[config.mk]
export PLATFORM = sky130hd
export DESIGN_NAME = sine_pwm_commutation_control
export DESIGN_NICKNAME = d
export VERILOG_FILES = /design/src/motor_pkg.sv /design/src/sine_pwm_commutation_control.sv
export SDC_FILE = /design/constraint.sdc
export NUM_CORES = 1
export LEC_CHECK = 0
export BUFFER_PORTS_ARGS = -buffer_cell sky130_fd_sc_hd__buf_2
export CAP_MARGIN = 20
export CELL_PAD_IN_SITES_DETAIL_PLACEMENT = 2
export CELL_PAD_IN_SITES_GLOBAL_PLACEMENT = 2
export CORE_MARGIN = 10
export CORE_UTILIZATION = 27
export CTS_CLUSTER_DIAMETER = 30
export DETAILED_ROUTE_END_ITERATION = 8
export MAX_ROUTING_LAYER = met4
export PLACE_DENSITY = 0.58
export SYNTH_ARGS = -nofsm -noshare
export SYNTH_HDL_FRONTEND = slang
export SYNTH_SLANG_ARGS = --single-unit
[constraint.sdc]
create_clock -name pclk -period 23 [get_ports pclk]
set_input_delay 4.6 -clock pclk [delete_from_list [all_inputs] [get_ports pclk]]
set_output_delay 4.6 -clock pclk [all_outputs]
set_load 0.005 [all_outputs]
[src/motor_pkg.sv]
// Constants and lock, drive and status types for the sine PWM commutation block
package motor_pkg;
  localparam int CLK_HZ = 50_000_000;
  localparam int REF_HZ = 5_000_000;
  localparam logic [3:0] REF_DIV = 4'(CLK_HZ / REF_HZ);
  // Switchover: one 60 degree interval at 2.5 Hz, in reference ticks
  localparam int SLOW_POW2 = 8192;
  localparam int SLOW_MUL = 41;
  localparam int SLOW_SECTORS = 6;
  localparam int SLOW_EDGE_TICKS = SLOW_POW2 * SLOW_MUL;
  // Carrier: triangle of CARRIER_DIV reference ticks per cycle
  localparam int CARRIER_DIV = 252;
  localparam logic [6:0] TRI_TOP = 7'(CARRIER_DIV / 2 - 1);
  // Lock period: base interval times LOCK_TICKS
  localparam int LOCK_TIME_MS = 500;
  localparam int LOCK_TICKS = 1024;
  localparam logic [9:0] LOCK_LAST = 10'(LOCK_TICKS - 1);
  localparam int LOCK_BASE_TICKS = REF_HZ / 1000 * LOCK_TIME_MS / LOCK_TICKS;
  // Waveform geometry
  localparam logic [7:0] POS_LAST = 8'h00_BF;
  localparam logic [8:0] ANG_FULL = 9'h0_180;
  localparam logic [8:0] ANG_HALF = 9'h0_0C0;
  localparam logic [8:0] ANG_120 = 9'h0_080;
  localparam logic [8:0] ANG_240 = 9'h1_00;
  localparam logic [6:0] DUTY_MID = 7'h40;
  localparam int WAVE_DIV = 36864;
  localparam logic [2:0] SECTOR_BAD = 3'h7;
  localparam logic [2:0] SECTOR_LAST = 3'h5;
  // Speed command code at or below which drive stops (0.5 V of 4.4 V)
  localparam logic [7:0] SPEED_STOP_CODE = 8'h1D;
  // APB map
  localparam logic [7:0] CTRL_ADDR = 8'h00;
  localparam logic [7:0] STATUS_ADDR = 8'h04;
  localparam logic [7:0] PERIOD_ADDR = 8'h08;
  localparam int CTRL_RUN_BIT = 0;
  localparam int CTRL_LEAD_SRC_BIT = 1;
  localparam int CTRL_LEAD_LSB = 8;
  localparam logic [31:0] CTRL_RESET = 32'h0000_0001;
  localparam logic [31:0] CTRL_MASK = 32'h0000_1F03;

  typedef enum logic [3:0] {
    LOCK_WATCH = 4'b0001,
    LOCK_OFF = 4'b0010,
    LOCK_ON = 4'b0100,
    LOCK_LATCH = 4'b1000
  } lock_state_type;

  typedef struct packed {
    logic [2:0] high;
    logic [2:0] low;
  } phase_drive_type;

  typedef struct packed {
    logic [2:0] sector;
    logic drive_active;
    logic lock_off;
    logic lock_latched;
    logic pos_fault;
    logic over_current;
    logic dir_match;
    logic slow;
    logic sine_mode;
  } status_type;
endpackage : motor_pkg

[src/sine_pwm_commutation_control.sv]
// Commutation, sine PWM and protection logic for a three-phase BLDC driver
// How it works
// - Start with 120 degree square drive; above 2.5 Hz use 180 degree sine PWM.
// - Switchover threshold is reference frequency over 2^13 times 41 times 6.
// - Sine PWM per phase compares modulated sample against the triangle carrier.
// - Speed command at or below 0.5 V turns all drive outputs off.
// - Waveform amplitude scales with speed command; full code gives 100 percent.
// - Triangle carrier runs at reference frequency divided by 252.
// - Drive leads Hall phase by 0 to 29 degrees in 32 steps.
// - Rotation pulse output gives three pulses per electrical cycle.
// - Direction is judged from Hall order every 360 degrees, then mode chosen.
// - Rotation matching direction select gives 180 degree, opposite gives 120.
// - Below 2.5 Hz Hall rate, 120 degree drive is always forced.
// - Overcurrent turns outputs off; state clears at each carrier cycle start.
// - External reset high holds outputs off; low releases them.
// - All Hall signals equal turns outputs off; retry each carrier cycle.
// - Failure to reach 180 degree drive counts as lock; outputs turned off. Here only a Hall rate below 2.5 Hz is timed, in either direction.
// - One period, base interval times 1024, times lock watch and off time.
// - Restart select high: alternate on and off periods until sine mode. Here on periods end once the Hall rate reaches 2.5 Hz, in either direction.
// - Restart select low: latch off until supply low or speed stopped.
// - Outputs stay off while the supply monitor reports supply out of range.
// - Lead angle applies only at 2.5 Hz or above, else zero.
// - Each 60 degree segment has 32 samples of 1/32 previous Hall interval.
//
// The register addresses and register access over APB are this design's own decisions.
`timescale 1ns/100ps
module sine_pwm_commutation_control #(
  parameter int SLOW_EDGE_CYCLES = motor_pkg::SLOW_EDGE_TICKS,
  parameter int LOCK_BASE_CYCLES = motor_pkg::LOCK_BASE_TICKS
) (
  input wire logic pclk, // System clock, 50 MHz
  input wire logic presetn, // Asynchronous reset, active low
  input wire logic clk_en, // Freezes all state while low
  input wire logic psel, // APB select
  input wire logic penable, // APB enable
  input wire logic pwrite, // APB write
  input wire logic [7:0] paddr, // APB byte address
  input wire logic [31:0] pwdata, // APB write data
  output logic [31:0] prdata, // APB read data
  output logic pready, // APB ready
  output logic pslverr, // APB error on unmapped address
  input wire logic [2:0] hall_in, // Hall comparators {u,v,w}
  input wire logic [7:0] speed_command_level, // Speed command code
  input wire logic [4:0] lead_angle_setting, // Lead angle step code
  input wire logic direction_select, // Low clockwise, high counterclockwise
  input wire logic lock_restart_select, // High selects automatic restart
  input wire logic current_sense_input, // Current comparator above limit
  input wire logic ext_reset_in, // External shutdown, high turns off
  input wire logic motor_supply_ok, // Supply monitor in range
  output motor_pkg::phase_drive_type phase_drive, // Gate drive per phase
  output logic rotation_pulse_out // Three pulses per electrical cycle
);
  import motor_pkg::*;

  function automatic logic [2:0] sector_of(input logic [2:0] h);
    case (h)
      3'b100: sector_of = 3'h0;
      3'b110: sector_of = 3'h1;
      3'b010: sector_of = 3'h2;
      3'b011: sector_of = 3'h3;
      3'b001: sector_of = 3'h4;
      3'b101: sector_of = 3'h5;
      default: sector_of = SECTOR_BAD;
    endcase
  endfunction : sector_of

  function automatic logic [8:0] ang_add(input logic [8:0] a,
                                         input logic [8:0] b);
    logic [9:0] s;
    s = {1'b0, a} + {1'b0, b};
    if (s >= {1'b0, ANG_FULL}) begin
      s = s - {1'b0, ANG_FULL};
    end
    ang_add = s[8:0];
  endfunction : ang_add

  // Parabolic half waves stand in for a sine table to save area
  function automatic logic [6:0] wave_duty(input logic [8:0] ang,
                                           input logic [7:0] amp);
    logic [8:0] x;
    logic [13:0] prod;
    logic [21:0] scaled;
    logic [5:0] mag;
    x = (ang >= ANG_HALF) ? ang - ANG_HALF : ang;
    prod = 14'(x) * 14'(ANG_HALF - x);
    scaled = (22'(prod) * 22'(amp)) / 22'(WAVE_DIV);
    mag = scaled[5:0];
    wave_duty = (ang >= ANG_HALF) ? DUTY_MID - 7'(mag) : DUTY_MID + 7'(mag);
  endfunction : wave_duty

  // Reference tick and carrier
  logic [3:0] ref_cnt_ff, nxt_ref_cnt;
  logic [6:0] tri_ff, nxt_tri;
  logic tri_down_ff, nxt_tri_down;
  logic ref_tick, carrier_start;

  always_comb begin
    nxt_ref_cnt = ref_cnt_ff;
    nxt_tri = tri_ff;
    nxt_tri_down = tri_down_ff;
    ref_tick = (ref_cnt_ff == REF_DIV - 4'h1);
    if (ref_tick) begin
      nxt_ref_cnt = 4'h0;
      if (!tri_down_ff) begin
        if (tri_ff == TRI_TOP) nxt_tri_down = 1'b1;
        else nxt_tri = tri_ff + 7'h01;
      end else begin
        if (tri_ff == 7'h00) nxt_tri_down = 1'b0;
        else nxt_tri = tri_ff - 7'h01;
      end
    end else begin
      nxt_ref_cnt = ref_cnt_ff + 4'h1;
    end
    carrier_start = ref_tick && tri_down_ff && (tri_ff == 7'h00);
  end

  always_ff @(posedge pclk or negedge presetn) begin
    if (!presetn) begin
      ref_cnt_ff <= 4'h0;
      tri_ff <= 7'h00;
      tri_down_ff <= 1'b0;
    end else if (clk_en) begin
      ref_cnt_ff <= nxt_ref_cnt;
      tri_ff <= nxt_tri;
      tri_down_ff <= nxt_tri_down;
    end
  end

  // Hall timing, direction and waveform position
  logic [2:0] hall_prev_ff, nxt_hall_prev;
  logic [20:0] edge_cnt_ff, nxt_edge_cnt;
  logic [20:0] period_ff, nxt_period;
  logic [15:0] samp_cnt_ff, nxt_samp_cnt;
  logic [7:0] pos_ff, nxt_pos;
  logic [2:0] edges_ff, nxt_edges;
  logic rev_seen_ff, nxt_rev_seen;
  logic dir_match_ff, nxt_dir_match;
  logic pulse_ff, nxt_pulse;
  logic [2:0] sector, prev_sector, sector_up;
  logic hall_edge, slow, step_ccw;

  always_comb begin
    sector = sector_of(hall_in);
    prev_sector = sector_of(hall_prev_ff);
    sector_up = (prev_sector == SECTOR_LAST) ? 3'h0 : prev_sector + 3'h1;
    // Steps out of reset or a fault code are not real edges
    hall_edge = (hall_in != hall_prev_ff) && (sector != SECTOR_BAD) &&
                (prev_sector != SECTOR_BAD);
    step_ccw = (sector != sector_up);
    slow = (period_ff > 21'(SLOW_EDGE_CYCLES)) ||
           (edge_cnt_ff > 21'(SLOW_EDGE_CYCLES));
    nxt_hall_prev = hall_in;
    nxt_edge_cnt = edge_cnt_ff;
    nxt_period = period_ff;
    nxt_samp_cnt = samp_cnt_ff;
    nxt_pos = pos_ff;
    nxt_edges = edges_ff;
    nxt_rev_seen = rev_seen_ff;
    nxt_dir_match = dir_match_ff;
    nxt_pulse = ^hall_in;
    if (hall_edge) begin
      nxt_period = edge_cnt_ff;
      nxt_edge_cnt = 21'h0;
      nxt_samp_cnt = 16'h0;
      // Realign waveform at every zero cross
      nxt_pos = direction_select ? 8'((SECTOR_LAST - sector) * 32)
                                 : 8'(sector * 32);
      nxt_rev_seen = rev_seen_ff | (step_ccw != direction_select);
      if (edges_ff == SECTOR_LAST) begin
        nxt_edges = 3'h0;
        nxt_dir_match = !(rev_seen_ff | (step_ccw != direction_select));
        nxt_rev_seen = 1'b0;
      end else begin
        nxt_edges = edges_ff + 3'h1;
      end
    end else if (ref_tick) begin
      if (edge_cnt_ff != 21'h1F_FFFF) nxt_edge_cnt = edge_cnt_ff + 21'h1;
      // Keep stepping with the old period if the next edge is late
      if (samp_cnt_ff >= period_ff[20:5]) begin
        nxt_samp_cnt = 16'h0;
        nxt_pos = (pos_ff == POS_LAST) ? 8'h00 : pos_ff + 8'h01;
      end else begin
        nxt_samp_cnt = samp_cnt_ff + 16'h1;
      end
    end
  end

  always_ff @(posedge pclk or negedge presetn) begin
    if (!presetn) begin
      hall_prev_ff <= 3'h0;
      edge_cnt_ff <= 21'h1F_FFFF;
      period_ff <= 21'h1F_FFFF;
      samp_cnt_ff <= 16'h0;
      pos_ff <= 8'h00;
      edges_ff <= 3'h0;
      rev_seen_ff <= 1'b0;
      dir_match_ff <= 1'b0;
      pulse_ff <= 1'b0;
    end else if (clk_en) begin
      hall_prev_ff <= nxt_hall_prev;
      edge_cnt_ff <= nxt_edge_cnt;
      period_ff <= nxt_period;
      samp_cnt_ff <= nxt_samp_cnt;
      pos_ff <= nxt_pos;
      edges_ff <= nxt_edges;
      rev_seen_ff <= nxt_rev_seen;
      dir_match_ff <= nxt_dir_match;
      pulse_ff <= nxt_pulse;
    end
  end

  // Protection flags and lock supervision
  logic oc_ff, nxt_oc;
  logic fault_ff, nxt_fault;
  lock_state_type lock_ff, nxt_lock;
  logic [15:0] base_cnt_ff, nxt_base_cnt;
  logic [9:0] lock_cnt_ff, nxt_lock_cnt;
  logic speed_on, lock_expire, base_tick, sine_mode;
  logic ctrl_run, lead_from_reg;
  logic [4:0] lead_reg;

  always_comb begin
    speed_on = (speed_command_level > SPEED_STOP_CODE);
    sine_mode = !slow && dir_match_ff;
    base_tick = ref_tick && (base_cnt_ff == 16'(LOCK_BASE_CYCLES - 1));
    lock_expire = base_tick && (lock_cnt_ff == LOCK_LAST);
    // Set wins over the carrier-start clear
    nxt_oc = current_sense_input | (oc_ff & !carrier_start);
    nxt_fault = (sector == SECTOR_BAD) | (fault_ff & !carrier_start);
    nxt_lock = lock_ff;
    nxt_base_cnt = base_cnt_ff;
    nxt_lock_cnt = lock_cnt_ff;
    if (ref_tick) begin
      nxt_base_cnt = base_tick ? 16'h0 : base_cnt_ff + 16'h1;
      if (base_tick) nxt_lock_cnt = lock_cnt_ff + 10'h001;
    end
    case (lock_ff)
      LOCK_WATCH: begin
        // Stopped or switched over motors never time out
        if (!slow || !speed_on || !motor_supply_ok) begin
          nxt_base_cnt = 16'h0;
          nxt_lock_cnt = 10'h000;
        end else if (lock_expire) begin
          nxt_lock = lock_restart_select ? LOCK_OFF : LOCK_LATCH;
        end
      end
      LOCK_OFF: begin
        if (lock_expire) nxt_lock = LOCK_ON;
      end
      LOCK_ON: begin
        if (!slow) begin
          nxt_lock = LOCK_WATCH;
          nxt_base_cnt = 16'h0;
          nxt_lock_cnt = 10'h000;
        end else if (lock_expire) begin
          nxt_lock = LOCK_OFF;
        end
      end
      LOCK_LATCH: begin
        if (!motor_supply_ok || !speed_on) begin
          nxt_lock = LOCK_WATCH;
          nxt_base_cnt = 16'h0;
          nxt_lock_cnt = 10'h000;
        end
      end
      default: nxt_lock = LOCK_WATCH;
    endcase
  end

  always_ff @(posedge pclk or negedge presetn) begin
    if (!presetn) begin
      oc_ff <= 1'b0;
      fault_ff <= 1'b0;
      lock_ff <= LOCK_WATCH;
      base_cnt_ff <= 16'h0;
      lock_cnt_ff <= 10'h000;
    end else if (clk_en) begin
      oc_ff <= nxt_oc;
      fault_ff <= nxt_fault;
      lock_ff <= nxt_lock;
      base_cnt_ff <= nxt_base_cnt;
      lock_cnt_ff <= nxt_lock_cnt;
    end
  end

  // Drive generation
  phase_drive_type drive_ff, nxt_drive;
  logic rot_ff;
  logic drive_ok;
  logic [4:0] lead;
  logic [8:0] base_ang, ang_u, ang_v, ang_w;
  logic [2:0] cmp, hi_sel, lo_sel;
  logic chop;

  always_comb begin
    lead = lead_from_reg ? lead_reg : lead_angle_setting;
    if (!sine_mode) lead = 5'h00;
    // One lead step is half a waveform sample, about 0.94 degree
    base_ang = ang_add({pos_ff, 1'b0}, {4'h0, lead});
    ang_u = base_ang;
    ang_v = ang_add(base_ang, direction_select ? ANG_120 : ANG_240);
    ang_w = ang_add(base_ang, direction_select ? ANG_240 : ANG_120);
    cmp[2] = wave_duty(ang_u, speed_command_level) > tri_ff;
    cmp[1] = wave_duty(ang_v, speed_command_level) > tri_ff;
    cmp[0] = wave_duty(ang_w, speed_command_level) > tri_ff;
    chop = speed_command_level[7:1] > tri_ff;
    case (sector)
      3'h0: begin hi_sel = 3'b100; lo_sel = 3'b010; end
      3'h1: begin hi_sel = 3'b100; lo_sel = 3'b001; end
      3'h2: begin hi_sel = 3'b010; lo_sel = 3'b001; end
      3'h3: begin hi_sel = 3'b010; lo_sel = 3'b100; end
      3'h4: begin hi_sel = 3'b001; lo_sel = 3'b100; end
      3'h5: begin hi_sel = 3'b001; lo_sel = 3'b010; end
      default: begin hi_sel = 3'b000; lo_sel = 3'b000; end
    endcase
    drive_ok = ctrl_run && speed_on
               && !ext_reset_in
               && !oc_ff
               && !fault_ff
               && motor_supply_ok
               && (lock_ff == LOCK_WATCH || lock_ff == LOCK_ON);
    nxt_drive = '0;
    if (drive_ok) begin
      if (sine_mode) begin
        nxt_drive.high = cmp;
        nxt_drive.low = ~cmp;
      end else if (direction_select) begin
        nxt_drive.high = lo_sel & {3{chop}};
        nxt_drive.low = hi_sel;
      end else begin
        nxt_drive.high = hi_sel & {3{chop}};
        nxt_drive.low = lo_sel;
      end
    end
  end

  always_ff @(posedge pclk or negedge presetn) begin
    if (!presetn) begin
      drive_ff <= '0;
      rot_ff <= 1'b0;
    end else if (clk_en) begin
      drive_ff <= nxt_drive;
      rot_ff <= pulse_ff;
    end
  end

  assign phase_drive = drive_ff;
  assign rotation_pulse_out = rot_ff;

  // APB slave, zero wait states; read data is captured in the setup phase
  logic [31:0] ctrl_ff, nxt_ctrl;
  logic [31:0] rdata_ff, nxt_rdata;
  logic err_ff, nxt_err;
  status_type status;
  logic setup, wr_access, mapped;

  always_comb begin
    status.sector = sector;
    status.drive_active = drive_ok;
    status.lock_off = (lock_ff == LOCK_OFF);
    status.lock_latched = (lock_ff == LOCK_LATCH);
    status.pos_fault = fault_ff;
    status.over_current = oc_ff;
    status.dir_match = dir_match_ff;
    status.slow = slow;
    status.sine_mode = sine_mode;
    setup = psel && !penable;
    mapped = (paddr == CTRL_ADDR) || (paddr == STATUS_ADDR) ||
             (paddr == PERIOD_ADDR);
    wr_access = psel && penable && pwrite && !err_ff;
    nxt_ctrl = ctrl_ff;
    nxt_rdata = rdata_ff;
    nxt_err = err_ff;
    if (setup) begin
      nxt_err = !mapped;
      case (paddr)
        CTRL_ADDR: nxt_rdata = ctrl_ff;
        STATUS_ADDR: nxt_rdata = {21'h0, status};
        PERIOD_ADDR: nxt_rdata = {11'h0, period_ff};
        default: nxt_rdata = 32'h0000_0000;
      endcase
    end
    if (wr_access && paddr == CTRL_ADDR) begin
      nxt_ctrl = pwdata & CTRL_MASK;
    end
  end

  always_ff @(posedge pclk or negedge presetn) begin
    if (!presetn) begin
      ctrl_ff <= CTRL_RESET;
      rdata_ff <= 32'h0000_0000;
      err_ff <= 1'b0;
    end else if (clk_en) begin
      ctrl_ff <= nxt_ctrl;
      rdata_ff <= nxt_rdata;
      err_ff <= nxt_err;
    end
  end

  assign ctrl_run = ctrl_ff[CTRL_RUN_BIT];
  assign lead_from_reg = ctrl_ff[CTRL_LEAD_SRC_BIT];
  assign lead_reg = ctrl_ff[CTRL_LEAD_LSB +: 5];
  assign prdata = rdata_ff;
  assign pready = 1'b1;
  assign pslverr = psel && penable && err_ff;
endmodule : sine_pwm_commutation_control

==> run summary <==
================================================================================
Most common cell after layout, fill and taps aside ................ sky130_fd_sc_hd__inv_1
Count of flip-flops with a built-in enable after synthesis ........            0
Cell accounting for the most synthesized area ..................... sky130_fd_sc_hd__fa_1
Number of DRC markers in iteration 0 ..............................         1038
Final ANT Viol Nets ...............................................            0
Top fanout value on the critical path .............................            5
Post-detailed-routing wire length .................................    101000 µm
Register Area .....................................................     3930 µm²
Most numerous cell on the critical path ........................... sky130_fd_sc_hd__fa_1
Cell area after placement .........................................    32400 µm²
Number of clock buffers inserted by TritonCTS .....................           17
Insertion delay to the later sink of the worst-skew pair ..........       470 ps
Reg2Reg Depth .....................................................           89
Data arrival time at the worst-slack endpoint .....................     22490 ps
Worst slew slack as a fraction of its limit .......................        32.9%
Start-to-end type of the worst setup path .........................       in2reg
Multi-input gate area in the final layout .........................    23000 µm²
Top-area cell type share of the netlist area ......................        22.4%
Number of buffers inserted by port buffering ......................           70
Setup repair after global routing missed its margin ...............          yes
Post-layout min period ............................................     22130 ps
Final layout net count ............................................         4334
Sequential share of the synthesized area ..........................        13.9%
Transition time at the pin with the least slew margin .............      1000 ps
Area added between synthesis and finish ...........................        18.8%
Required time of the critical path ................................     23360 ps
Initial antenna violation count ...................................            0
Overall die height ................................................       344 µm
Synthesized netlist cell count ....................................         3375
CTS H-tree depth ..................................................            4
DRC Markers .......................................................            0
Number of inserted filler cells in the final layout ...............        12000
Final cell area excluding filler cells ............................    33700 µm²
Via count .........................................................        25100
Placed wire-length estimate .......................................     81900 µm
Length of the first detailed-routing pass in iterations ...........            5
IO Count ..........................................................          108
Global routing usage summed across all routing layers .............        17.7%
Crit path largest cell delay ......................................       590 ps
TritonCTS clock tree ..............................................        built
WL/cell ...........................................................      19.9 µm
Count of cell types in the netlist ................................          117
Aggregate global routing overflow .................................            0
Post-synth ARST share .............................................         100%
Width of the die ..................................................       344 µm
First-pass GRT wire length ........................................    163000 µm
Standard cell with the maximum stage delay on the critical path ... sky130_fd_sc_hd__fa_1
Buffers from clock root to sink, at most ..........................            2
Clock-pin transition on the worst setup and hold timing paths .....        80 ps
Result of the run ................................................. complete, no violations
Class of the most critical hold timing path .......................      reg2reg
Final period utilization ..........................................        96.2%
Cell depth of the worst min-delay path ............................            2
Number of global-route vias before repair .........................        28400
Crit path capture type ............................................    flip-flop
TritonCTS Sinks ...................................................          155
Number of pins exceeding their max-slew limit in the final report .            0
Total count of hold-check failures in the final report ............            0
Final setup violation count .......................................            0
CP Launch Type .................................................... primary input
Flip-flop and latch count after synthesis .........................          155
Routability-driven placement congestion ratio .....................        0.836
Post-placement cell count .........................................         5030
Top cells by area in the synthesized netlist ...................... sky130_fd_sc_hd__fa_1 22%, sky130_fd_sc_hd__ha_1 12%, sky130_fd_sc_hd__dfrtp_1 9.8%, sky130_fd_sc_hd__inv_1 5.4%, sky130_fd_sc_hd__nand2_1 4.4%
Maximum achievable frequency ......................................     45.2 MHz
Setup total negative slack ........................................         0 ps
Proportion of layout cells with a drive suffix above 1 ............        18.4%
Starting density of the core ......................................        27.3%
Most used flip-flop cell after synthesis .......................... sky130_fd_sc_hd__dfrtp_1
Die outline area ..................................................   118000 µm²
Average vias per placed instance ..................................         4.93
Synth warn ........................................................            0
Core region area ..................................................   104000 µm²
Clock Skew ........................................................      16.5 ps
Master cell of the clock root buffer .............................. sky130_fd_sc_hd__clkbuf_16
Commonest non-fill, non-tap cells in the layout ................... 405 x sky130_fd_sc_hd__inv_1, 328 x sky130_fd_sc_hd__nand2_1, 324 x sky130_fd_sc_hd__buf_4, 315 x sky130_fd_sc_hd__fa_1, 270 x sky130_fd_sc_hd__nor2_1
Average cell area after synthesis .................................     8.40 µm²
Post-Layout Cell Count ............................................         5082
Pin count of the biggest net entering global routing ..............           60
Count of max-cap constraint violations ............................            0
Worst Hold Margin .................................................       475 ps
Cell row count ....................................................          118
Post-Synthesis Cell Area ..........................................    28400 µm²
================================================================================
-- area by class of cell --
type	count	share of cell area, %
Timing Repair Buffer	403	8.65
Multi-Input combinational cell	2701	68.2
Clock buffer	22	1.47
Inverter	410	4.58
Clock inverter	10	0.301
Sequential cell	155	11.7
Tap cell	1380	5.12
Antenna cell	1	0.00743
-- Yosys cell counts (9+ instances only) --
cell / instances
sky130_fd_sc_hd__nor2b_1: 39
sky130_fd_sc_hd__o21a_1: 34
sky130_fd_sc_hd__xor2_1: 58
sky130_fd_sc_hd__mux2_2: 23
sky130_fd_sc_hd__ha_1: 261
sky130_fd_sc_hd__or3_1: 15
sky130_fd_sc_hd__nor3_1: 49
sky130_fd_sc_hd__buf_4: 12
sky130_fd_sc_hd__a31oi_1: 17
sky130_fd_sc_hd__or2_2: 33
sky130_fd_sc_hd__a22oi_1: 13
sky130_fd_sc_hd__dfstp_2: 44
sky130_fd_sc_hd__o21ai_1: 11
sky130_fd_sc_hd__nand3_1: 77
sky130_fd_sc_hd__nor2_1: 277
sky130_fd_sc_hd__a311oi_1: 9
sky130_fd_sc_hd__xnor2_1: 106
sky130_fd_sc_hd__fa_1: 318
sky130_fd_sc_hd__a211o_1: 9
sky130_fd_sc_hd__buf_2: 12
sky130_fd_sc_hd__nand2_1: 330
sky130_fd_sc_hd__nor4b_1: 11
sky130_fd_sc_hd__o21ai_0: 190
sky130_fd_sc_hd__nor4_1: 26
sky130_fd_sc_hd__mux2i_1: 21
sky130_fd_sc_hd__and2_1: 165
sky130_fd_sc_hd__o211ai_1: 23
sky130_fd_sc_hd__a211oi_1: 22
sky130_fd_sc_hd__o21bai_1: 9
sky130_fd_sc_hd__dfrtp_1: 111
sky130_fd_sc_hd__o211a_1: 9
sky130_fd_sc_hd__and3_1: 47
sky130_fd_sc_hd__a21o_1: 50
sky130_fd_sc_hd__nand4_1: 27
sky130_fd_sc_hd__nand2b_1: 60
sky130_fd_sc_hd__clkbuf_1: 85
sky130_fd_sc_hd__o22ai_1: 9
sky130_fd_sc_hd__o31ai_1: 12
sky130_fd_sc_hd__inv_1: 405
sky130_fd_sc_hd__a21oi_1: 140
-- repair_timing --
item / CTS / global route
resized for setup: 9 / 119
pin swaps: 1 / 56
hold buffers: 0 / 0
setup endpoints to repair: 4 / 6
buffers inserted: 1 / 18
hold endpoints to repair: 0 / 0
gates cloned: 0 / 0
-- worst paths after layout --
kind                                  startpoint               to  slack, ps
hold / removal                      period_ff[2]     period_ff[2]        470
min in group asynchronous                presetn  base_cnt_ff[15]       4080
setup / recovery           lead_angle_setting[1]   phase_drive[4]        870
max in group asynchronous                presetn  hall_prev_ff[2]      17060
hold reg to reg                     period_ff[2]     period_ff[2]        470
setup reg to reg                  edge_cnt_ff[0]   phase_drive[4]       3080
-- metrics by stage --
| stage | utilization (%) | setup slack, ps |
|---|---|---|
| after floorplan | - | 962 |
| after global placement | 31.1 | -518 |
| after detailed placement | 31.1 | -855 |
| after CTS | 31.8 | 12.2 |
| after global routing | 32.4 | -90.0 |
| final | 32.4 | 866 |
-- cells by family after synthesis --
family / synth area share [%]
other: 0.0265
multiplexers: 1.71
flip-flops: 13.9
buffers and inverters: 7.32
adder cells (fa/ha/maj): 34.1
AO/OA/AOI/OAI: 16.1
XOR/XNOR: 5.52
AND/OR/NAND/NOR: 21.3
-- routing by layer --
layer	track usage, %	part of all wire (%)
met1	23.5	49
met2	29.3	47
met3	1.86	1.9
met4	3.19	1.6
met5	-	0
-- registers in the layout, indices dropped and copies added, names as in the netlist --
register,count
edge_cnt_ff,21
period_ff,21
prdata,21
base_cnt_ff,16
samp_cnt_ff,16
lock_cnt_ff,10
pos_ff,8
ctrl_ff,7
tri_ff,7
phase_drive,6
lock_ff,4
ref_cnt_ff,4
edges_ff,3
hall_prev_ff,3
dir_match_ff,1
err_ff,1
fault_ff,1
oc_ff,1
pulse_ff,1
rev_seen_ff,1
rotation_pulse_out,1
tri_down_ff,1
-- critical path, delay by kind of cell --
kind,cells,cell delay (ps)
and+or+nand+nor,16,2170
xor gates and xnor gates,6,910
adders and majority gates,20,7630
muxes,3,710
buffers and inverters,13,1600
AOI/OAI and AO/OA,27,4850
Power is not shown: default switching activity piles up to over one toggle a cycle in this logic, so the estimate is an artifact.
